[src/sndgen_defines.vh]
/*
 * register offsets, field positions and divider constants of the sound generator.
 * assumes: included by the design file by bare name; byte registers sit one to an apb word.
 */
`ifndef SNDGEN_DEFINES_VH
`define SNDGEN_DEFINES_VH

// register indexes; byte address is four times the index
`define SNDGEN_IDX_TONE_FINE_A        4'h0
`define SNDGEN_IDX_TONE_COARSE_A      4'h1
`define SNDGEN_IDX_TONE_FINE_B        4'h2
`define SNDGEN_IDX_TONE_COARSE_B      4'h3
`define SNDGEN_IDX_TONE_FINE_C        4'h4
`define SNDGEN_IDX_TONE_COARSE_C      4'h5
`define SNDGEN_IDX_NOISE_PERIOD       4'h6
`define SNDGEN_IDX_MIXER_ENABLE_N     4'h7
`define SNDGEN_IDX_AMPLITUDE_A        4'h8
`define SNDGEN_IDX_AMPLITUDE_B        4'h9
`define SNDGEN_IDX_AMPLITUDE_C        4'ha
`define SNDGEN_IDX_ENV_PERIOD_LOW     4'hb
`define SNDGEN_IDX_ENV_PERIOD_HIGH    4'hc
`define SNDGEN_IDX_ENVELOPE_SHAPE     4'hd
`define SNDGEN_IDX_SPARE_E            4'he
`define SNDGEN_IDX_SPARE_F            4'hf
`define SNDGEN_REG_COUNT              16
`define SNDGEN_ADDR_MSB               5
`define SNDGEN_ADDR_LSB               2

// field positions
`define SNDGEN_AMP_MODE_BIT           4
`define SNDGEN_SHAPE_HOLD_BIT         0
`define SNDGEN_SHAPE_ALT_BIT          1
`define SNDGEN_SHAPE_ATTACK_BIT       2
`define SNDGEN_SHAPE_CONT_BIT         3
`define SNDGEN_MIX_NOISE_LSB          3

// reset value of every register except the mixer enable, then of the mixer enable
`define SNDGEN_REG_RESET              8'h00
`define SNDGEN_MIX_RESET              8'hff

// prescalers, envelope step count and noise seed
`define SNDGEN_TONE_PRESCALE          16
`define SNDGEN_ENV_PRESCALE           256
`define SNDGEN_ENV_STEPS              16
`define SNDGEN_LFSR_SEED              17'h00001

`endif

[src/sndgen_top.v]
/*
 * three channel programmable sound generator with apb register access.
 * assumes: one 20 MHz clock, apb master on the same clock, async active-low reset.
 */
// The APB interface to the registers was chosen for this implementation.
`timescale 1ns/1ps
`include "sndgen_defines.vh"

// What this block does
// sixteen byte registers control every sound function
// sound runs on its own once registers are loaded
// three independent channels a, b, c each with tone, mix, level
// tone is clock divided by 16 then by 12-bit tone period
// tone period takes coarse low nibble and whole fine byte
// fine/coarse pairs at registers 0-1, 2-3, 4-5
// noise clock divided by 16 then by 5-bit period in register 6
// pseudo-random noise output shared by all three mixers
// mixer enable bits are active low
// register 7 bits 2..0 gate tone, bits 5..3 gate noise
// registers 8-10 hold level, mode bit 4, upper bits unused
// fixed mode uses written level, else envelope value
// each converter outputs one of sixteen levels
// envelope rate is clock divided by 256 then by 16-bit period
// envelope period high byte register 12, low byte register 11
// envelope steps a 4-bit counter through sixteen states
// sixteen steps take exactly one envelope period; the code takes one envelope period for each step
// shape picks count direction and single or repeating run
// register 13 bits 3..0 are continue, attack, alternate, hold
// attack counts up; no continue rests at zero; alternate flips; hold freezes
// writing the shape register restarts the envelope
module sndgen_top
(
  // clock and reset
  input  wire        ref_clk_i,
  input  wire        rst_n_i,
  // apb slave
  input  wire        psel_i,
  input  wire        penable_i,
  input  wire        pwrite_i,
  input  wire [31:0] paddr_i,
  input  wire [31:0] pwdata_i,
  input  wire [3:0]  pstrb_i,
  output wire        pready_o,
  output reg  [31:0] prdata_o,
  output wire        pslverr_o,
  // channel levels to the converters
  output reg  [3:0]  level_a_o,
  output reg  [3:0]  level_b_o,
  output reg  [3:0]  level_c_o
);

////////////////////////////////////////////////////////////////////////////////
// reset synchroniser

reg        rst_meta_r;
reg        rst_sync_r;
wire       rst_n;

always @(posedge ref_clk_i or negedge rst_n_i)
begin
  if (!rst_n_i)
  begin
    rst_meta_r <= 1'b0;
    rst_sync_r <= 1'b0;
  end
  else
  begin
    rst_meta_r <= 1'b1;
    rst_sync_r <= rst_meta_r;
  end
end

assign rst_n = rst_sync_r;

////////////////////////////////////////////////////////////////////////////////
// register file

reg  [7:0] regs_r [0:`SNDGEN_REG_COUNT-1];
reg  [3:0] env_step_r;
wire [3:0] reg_idx;
wire       wr_acc;
wire       shape_wr;

assign reg_idx   = paddr_i[`SNDGEN_ADDR_MSB:`SNDGEN_ADDR_LSB];
assign wr_acc    = psel_i & penable_i & pwrite_i & pstrb_i[0];
assign pready_o  = 1'b1;
assign pslverr_o = 1'b0;
assign shape_wr  = wr_acc & (reg_idx == `SNDGEN_IDX_ENVELOPE_SHAPE);

genvar gi;
generate
  for (gi = 0; gi < `SNDGEN_REG_COUNT; gi = gi + 1)
  begin : g_reg
    always @(posedge ref_clk_i or negedge rst_n)
    begin
      if (!rst_n)
        regs_r[gi] <= (gi == `SNDGEN_IDX_MIXER_ENABLE_N) ? `SNDGEN_MIX_RESET : `SNDGEN_REG_RESET;
      else if (wr_acc && (reg_idx == gi))
        regs_r[gi] <= pwdata_i[7:0];
    end
  end
endgenerate

// read data: byte in low lane, upper bits zero; reads with any of address bits 31..6 set return zero
always @(posedge ref_clk_i or negedge rst_n)
begin
  if (!rst_n)
    prdata_o <= 32'h0000_0000;
  else if (psel_i && !penable_i && !pwrite_i)
  begin
    if (paddr_i[31:6] != 26'h0)
      prdata_o <= 32'h0000_0000;
    else if (reg_idx == `SNDGEN_IDX_SPARE_E)
      prdata_o <= {24'h000000, 4'h0, env_step_r};
    else
      prdata_o <= {24'h000000, regs_r[reg_idx]};
  end
end

////////////////////////////////////////////////////////////////////////////////
// prescaler: the tone takes a tick every 8 clocks, the noise every 16

reg  [3:0] pre_cnt_r;
wire       tick8;
wire       tick16;

always @(posedge ref_clk_i or negedge rst_n)
begin
  if (!rst_n)
    pre_cnt_r <= 4'h0;
  else
    pre_cnt_r <= pre_cnt_r + 4'h1;
end

// a tone toggle per 8 x period clocks gives a full wave of 16 x period clocks
assign tick8  = (pre_cnt_r[2:0] == 3'h7);
assign tick16 = (pre_cnt_r == 4'hf);

////////////////////////////////////////////////////////////////////////////////
// tone generators

function [11:0] tone_period;
  input [7:0] fine;
  input [7:0] coarse;
  begin
    tone_period = {coarse[3:0], fine};
  end
endfunction

reg  [11:0] tone_cnt_r [0:2];
reg  [2:0]  tone_out_r;
wire [11:0] tp [0:2];

assign tp[0] = tone_period(regs_r[`SNDGEN_IDX_TONE_FINE_A], regs_r[`SNDGEN_IDX_TONE_COARSE_A]);
assign tp[1] = tone_period(regs_r[`SNDGEN_IDX_TONE_FINE_B], regs_r[`SNDGEN_IDX_TONE_COARSE_B]);
assign tp[2] = tone_period(regs_r[`SNDGEN_IDX_TONE_FINE_C], regs_r[`SNDGEN_IDX_TONE_COARSE_C]);

generate
  for (gi = 0; gi < 3; gi = gi + 1)
  begin : g_tone
    // toggles every period ticks of the divided clock; period 0 acts as 1
    always @(posedge ref_clk_i or negedge rst_n)
    begin
      if (!rst_n)
      begin
        tone_cnt_r[gi] <= 12'h000;
        tone_out_r[gi] <= 1'b0;
      end
      else if (tick8)
      begin
        if (tone_cnt_r[gi] + 12'h001 >= tp[gi])
        begin
          tone_cnt_r[gi] <= 12'h000;
          tone_out_r[gi] <= ~tone_out_r[gi];
        end
        else
          tone_cnt_r[gi] <= tone_cnt_r[gi] + 12'h001;
      end
    end
  end
endgenerate

////////////////////////////////////////////////////////////////////////////////
// noise generator

reg  [4:0]  noise_cnt_r;
reg  [16:0] lfsr_r;
wire [4:0]  noise_period_value;

assign noise_period_value = regs_r[`SNDGEN_IDX_NOISE_PERIOD][4:0];

always @(posedge ref_clk_i or negedge rst_n)
begin
  if (!rst_n)
  begin
    noise_cnt_r <= 5'h00;
    lfsr_r      <= `SNDGEN_LFSR_SEED;
  end
  else if (tick16)
  begin
    if (noise_cnt_r + 5'h01 >= noise_period_value)
    begin
      noise_cnt_r <= 5'h00;
      lfsr_r      <= {lfsr_r[0] ^ lfsr_r[3], lfsr_r[16:1]};
    end
    else
      noise_cnt_r <= noise_cnt_r + 5'h01;
  end
end

////////////////////////////////////////////////////////////////////////////////
// envelope generator

localparam [2:0] ENV_RUN  = 3'b001;
localparam [2:0] ENV_HOLD = 3'b010;
localparam [2:0] ENV_IDLE = 3'b100;

reg  [2:0]  env_state_r;
reg  [15:0] env_cnt_r;
reg  [7:0]  env_pre_r;
reg         env_up_r;
wire [15:0] envelope_period_value;
wire [3:0]  shape;
wire        tick256;
wire        env_tick;

assign envelope_period_value = {regs_r[`SNDGEN_IDX_ENV_PERIOD_HIGH], regs_r[`SNDGEN_IDX_ENV_PERIOD_LOW]};
assign shape    = regs_r[`SNDGEN_IDX_ENVELOPE_SHAPE][3:0];
// one step per period ticks of clock/256: sixteen steps span sixteen envelope periods
assign env_tick = tick256 && (env_cnt_r + 16'h0001 >= envelope_period_value);

// own divide-by-256, restarted by a shape write so the first step has full length
always @(posedge ref_clk_i or negedge rst_n)
begin
  if (!rst_n)
    env_pre_r <= 8'h00;
  else if (shape_wr)
    env_pre_r <= 8'h00;
  else
    env_pre_r <= env_pre_r + 8'h01;
end

assign tick256 = (env_pre_r == 8'hff);

always @(posedge ref_clk_i or negedge rst_n)
begin
  if (!rst_n)
  begin
    env_cnt_r   <= 16'h0000;
    env_step_r  <= 4'h0;
    env_up_r    <= 1'b0;
    env_state_r <= ENV_IDLE;
  end
  else if (shape_wr)
  begin
    env_cnt_r   <= 16'h0000;
    env_up_r    <= pwdata_i[`SNDGEN_SHAPE_ATTACK_BIT];
    env_step_r  <= pwdata_i[`SNDGEN_SHAPE_ATTACK_BIT] ? 4'h0 : 4'hf;
    env_state_r <= ENV_RUN;
  end
  else
  begin
    if (tick256)
      env_cnt_r <= env_tick ? 16'h0000 : env_cnt_r + 16'h0001;
    case (env_state_r)
      ENV_RUN:
      begin
        if (env_tick)
        begin
          if (env_step_r != (env_up_r ? 4'hf : 4'h0))
            env_step_r <= env_up_r ? env_step_r + 4'h1 : env_step_r - 4'h1;
          else if (!shape[`SNDGEN_SHAPE_CONT_BIT])
          begin
            env_step_r  <= 4'h0;
            env_state_r <= ENV_HOLD;
          end
          else if (shape[`SNDGEN_SHAPE_HOLD_BIT])
          begin
            // hold freezes the end value, or the start value when alternating
            if (shape[`SNDGEN_SHAPE_ALT_BIT])
              env_step_r <= ~env_step_r;
            env_state_r <= ENV_HOLD;
          end
          else if (shape[`SNDGEN_SHAPE_ALT_BIT])
          begin
            // the turning value stands again so every ramp keeps all sixteen states
            env_up_r <= ~env_up_r;
          end
          else
            env_step_r <= env_up_r ? 4'h0 : 4'hf;
        end
      end
      ENV_HOLD:
        env_state_r <= ENV_HOLD;
      ENV_IDLE:
        env_state_r <= ENV_IDLE;
      default:
        env_state_r <= ENV_IDLE;
    endcase
  end
end

////////////////////////////////////////////////////////////////////////////////
// mixers and amplitude control

function [3:0] chan_level;
  input       tone;
  input       noise;
  input [7:0] mix;
  input [1:0] ch;
  input [7:0] amp;
  input [3:0] envelope_step_value;
  reg         tone_on;
  reg         noise_on;
  reg   [3:0] fixed_level;
  begin
    // a disabled source reads as high, so a fully disabled channel holds its level
    tone_on     = tone | mix[ch];
    noise_on    = noise | mix[`SNDGEN_MIX_NOISE_LSB + ch];
    fixed_level = amp[3:0];
    if (tone_on & noise_on)
      chan_level = amp[`SNDGEN_AMP_MODE_BIT] ? envelope_step_value : fixed_level;
    else
      chan_level = 4'h0;
  end
endfunction

always @(posedge ref_clk_i or negedge rst_n)
begin
  if (!rst_n)
  begin
    level_a_o <= 4'h0;
    level_b_o <= 4'h0;
    level_c_o <= 4'h0;
  end
  else
  begin
    level_a_o <= chan_level(tone_out_r[0], lfsr_r[0], regs_r[`SNDGEN_IDX_MIXER_ENABLE_N], 2'd0,
                            regs_r[`SNDGEN_IDX_AMPLITUDE_A], env_step_r);
    level_b_o <= chan_level(tone_out_r[1], lfsr_r[0], regs_r[`SNDGEN_IDX_MIXER_ENABLE_N], 2'd1,
                            regs_r[`SNDGEN_IDX_AMPLITUDE_B], env_step_r);
    level_c_o <= chan_level(tone_out_r[2], lfsr_r[0], regs_r[`SNDGEN_IDX_MIXER_ENABLE_N], 2'd2,
                            regs_r[`SNDGEN_IDX_AMPLITUDE_C], env_step_r);
  end
end

endmodule

[config.mk]
export PLATFORM = sky130hd
export DESIGN_NAME = sndgen_top
export DESIGN_NICKNAME = d
export VERILOG_FILES = /design/src/sndgen_top.v
export VERILOG_INCLUDE_DIRS = /design/src
export SDC_FILE = /design/constraint.sdc
export NUM_CORES = 1
export LEC_CHECK = 0
export BUFFER_PORTS_ARGS = -buffer_cell sky130_fd_sc_hd__buf_2
export CELL_PAD_IN_SITES_DETAIL_PLACEMENT = 1
export CELL_PAD_IN_SITES_GLOBAL_PLACEMENT = 1
export CORE_MARGIN = 8
export CORE_UTILIZATION = 35
export CTS_CLUSTER_DIAMETER = 150
export CTS_CLUSTER_SIZE = 40
export DETAILED_ROUTE_END_ITERATION = 8
export GPL_TIMING_DRIVEN = 0
export PLACE_DENSITY_LB_ADDON = 0.15
export SYNTH_ARGS = -nofsm -noshare
export SYNTH_HDL_FRONTEND = slang
export SYNTH_SLANG_ARGS = --single-unit
[constraint.sdc]
create_clock -name ref_clk_i -period 16.94 [get_ports ref_clk_i]
set_input_delay 2.541 -clock ref_clk_i [delete_from_list [all_inputs] [get_ports ref_clk_i]]
set_output_delay 2.541 -clock ref_clk_i [all_outputs]
set_load 0.005 [all_outputs]
==> parameters.txt <==
Parameter                              Value

STA
  Number of setup violations in the final report    0
  Final clock period utilization by the worst path    26.57%
  Maximum frequency from static timing analysis    0.2222 GHz
  Fin Setup TNS    0 ns
  Final Hold Viols    0
  Transition time of the tightest slew-check pin    0.9386 ns
  Slew Limit Headroom    37.43%
  RSZ-0062 raised after global routing    no
  Post-route minimum period    4.502 ns
  Pins Over Slew Limit    0
  Worst clock skew    0.03101 ns

Pwr
  Pwr Total    1.238 mW
  Total net switching power    371.8 uW
  Power density over cell area    84.18 nW/um^2
  Fraction of power consumed by combinational cells    18.5%
  Pint    865.9 uW
  Portion of total power attributed to sequential cells    55.2%
  Switching Share    30.04%
  IR Drop Worst-Case VDD    0.05573 mV
  Clock power frac    26.3%
  P_leak    6.879 nW

Floorplan
  Die Y    210.3 um
  Chip Width    210.3 um
  Placeable core region    37400 sq um
  Initial core utilization    35.34%
  Number of ports placed on the die boundary    119
  Total Die Area    44240 sq um
  Standard-cell row count    71

Drt
  Detailed-route DRC error count    0
  Wire length after detailed routing    36.88 mm
  DRC marker count from the first detailed-route iteration    505
  Number of vias per cell after detailed routing    5.151
  Drt pass-1 iters    4
  Wirelength per Cell    19.85 um
  Number of antenna-violating nets in the routed design    0
  Vias after detailed routing    9570

Setup path
  Highest-delay cell along the critical path    nor3_1
  Data required time of the critical path    17.39 ns
  Number of buffers and inverters on the critical path    3
  Cells along the critical path    buf_2 -> nand2b_1 -> nor3_1 -> clkbuf_1 -> buf_2 -> nand2_1 -> nand2_1
  Reg-to-reg startpoint    env_cnt_r[0]
  Critical Path Fanout Max    10
  Critical path's top delay family    simple AND/OR/NAND/NOR gates
  Critical path start-end classification    in2reg
  CP Depth    7
  Critical path arrival    4.95 ns
  Setup crit end kind    register
  Depth of the worst register-to-register path    13
  Critical path's largest stage delay    0.73 ns
  Sort of element at the start of the critical path    input pin
  Worst setup path startpoint    paddr_i[3]

Clocking
  Clock Path Buffers    3
  Clock tree from TritonCTS    built
  TritonCTS buffer count    10
  Root Buffer Master    clkbuf_16
  # H-tree levels    1
  Clock transition at the register clock pins on the worst setup and hold paths after CTS    0.15 ns
  Skew-Pair Late Insertion Delay    0.52 ns
  Number of buffers inserted to repair setup after CTS    0
  Number of sinks on the clock net    243
  Post-CTS resize count    0
  Number of hold-repair buffers added at the cts stage    0

Global route
  Global-route wire length before repair    59.37 mm
  Number of antenna violations at the first check in global routing    0
  Maximum number of pins on one net before global-route repair    67
  Overall global routing resource usage    16.86%
  Vias in the first global route    10.05k
  Global-route congestion overflow total    0

Yosys
  Post-synthesis cell type with the largest combined area    dfrtp_1
  Synthesized instance count    1241
  Number of synthesized flops with an enable pin    0
  Area share of the largest cell type after synthesis    44.11%
  Count of warnings emitted by yosys    0
  Area contributors post-synth    dfrtp_1 44%, mux2_2 6.9%, ha_1 6.3%
  #FFs+latches synth    243
  Cell area after synthesis    13220 sq um
  Prevailing post-synth register cell    dfrtp_1
  Sequential-to-total area share from yosys stat    46.10%
  Library cells used by synthesis    58
  Post-synth ARST share    100.0%
  Syn Area/Cell    10.65 sq um

Run status
  Run status    finished clean

Final layout
  Post-synthesis to final-layout area growth    11.24%
  Diodes inserted    0
  Final design utilization    39.31%
  Most frequent cells in the layout    232 x dfrtp_1, 147 x nand2_1, 86 x o21ai_0
  Number of nets in the finished design    1484
  Fraction of final layout cells with drive strength greater than 1    19.45%
  Final design area excluding fillers    14700 sq um
  Commonest non-fill, non-tap cell in the layout    dfrtp_1
  Layout fillers    4173
  Final std cells w/o fill    1858

Placed design
  Placed standard-cell area    14370 sq um
  Global placement routability congestion    0.8401
  Count of placed standard cells including taps    1842
  HPWL after detailed placement    28.37 mm
  Port buffer count    61

Hold path
  Class of the worst hold path    reg2async

Flow run
  Reported max-cap violation count    0
area by class of cell:
class / count / area [sq um] / area share [%]
inverters: 74 / 277.8 / 1.889
clock inverters: 2 / 46.29 / 0.3149
well taps: 511 / 639.4 / 4.349
repair buffers: 65 / 415.4 / 2.825
multi-input cells: 869 / 6521 / 44.35
clock buffers: 14 / 286.5 / 1.949
flip-flops and latches: 243 / 6097 / 41.47
plain buffers: 80 / 419.2 / 2.851
sequential cells by signal (all words and copies together), names as in the netlist, 3 cells and up:
register / cells
regs_r: 103
tone_cnt_r: 36
lfsr_r: 17
env_cnt_r: 16
envelope_period_value: 16
env_pre_r: 8
prdata_o: 8
noise_cnt_r: 5
noise_period_value: 5
env_step_r: 4
level_a_o: 4
level_b_o: 4
level_c_o: 4
pre_cnt_r: 4
env_state_r: 3
tone_out_r: 3
per-stage QoR:
| stage | setup WS, ns | hold WS (ns) |
|---|---|---|
| floorplan | 9.684 | 0.3312 |
| global placement | 6.212 | 0.3359 |
| global route | 12.22 | 0.2758 |
| finish | 12.44 | 0.2405 |
| detailed placement | 11.88 | 0.2423 |
| CTS | 12.40 | 0.2599 |
final timing paths:
check | endpoint | slack (ns)
worst min register to register | env_cnt_r[5] | 0.24
worst min-delay path | env_cnt_r[5] | 0.24
worst max-delay path | regs_r[20] | 12.44
worst max register to register | env_state_r[1] | 12.88
max in group asynchronous | rst_n | 15.04
min in group ref_clk_i | rst_n | 0.39
cell usage after synthesis (5+ instances only):
cell type and instances:
dfrtp_1 233, nand2_1 147, o21ai_0 86, mux2_2 81, inv_1 74, nor2_1 69, ha_1 67, clkbuf_1 39
xnor2_1 38, nand3_1 37, mux4_2 36, buf_4 28, a21oi_1 26, xor2_1 22, and3_1 18, a21o_1 17
mux2i_1 17, o2bb2ai_1 17, nand4_1 16, nand2b_1 13, nor4_1 12, buf_2 11, nor3_1 11, dfstp_2 10
a211oi_1 9, a32o_1 9, o211ai_1 9, o22ai_1 8, or2_2 8, a31oi_1 7, nor3b_1 7, o221ai_1 6
and4_1 5, nand4b_1 5
metal layers:
metal  wire length (um)  vias to the layer above  global-route usage [%]
li1                   -                     4560                       -
met1              17690                     4844                   23.70
met2              17300                      134                   27.76
met3               1107                       32                   1.931
met4                777                        0                   3.645
met5                  0                        -                       0
power groups by stage:
stage | Sequential (mW) | Clock [mW] | Combinational (mW)
floorplan | 0.682 | 0 | 0.160
global placement | 0.704 | 0 | 0.211
detailed placement | 0.695 | 0 | 0.232
CTS | 0.683 | 0.341 | 0.233
global route | 0.691 | 0.356 | 0.261
finish | 0.683 | 0.326 | 0.229
cells by family after synthesis:
group	synth area share (%)
AOI/OAI and AO/OA	10.90
xor gates and xnor gates	3.976
adders and majority gates	6.494
buffers and inverters	5.273
DFF	46.10
muxes	14.32
other	0.05682
and+or+nand+nor	12.88
(Power assumes the default switching activity.)
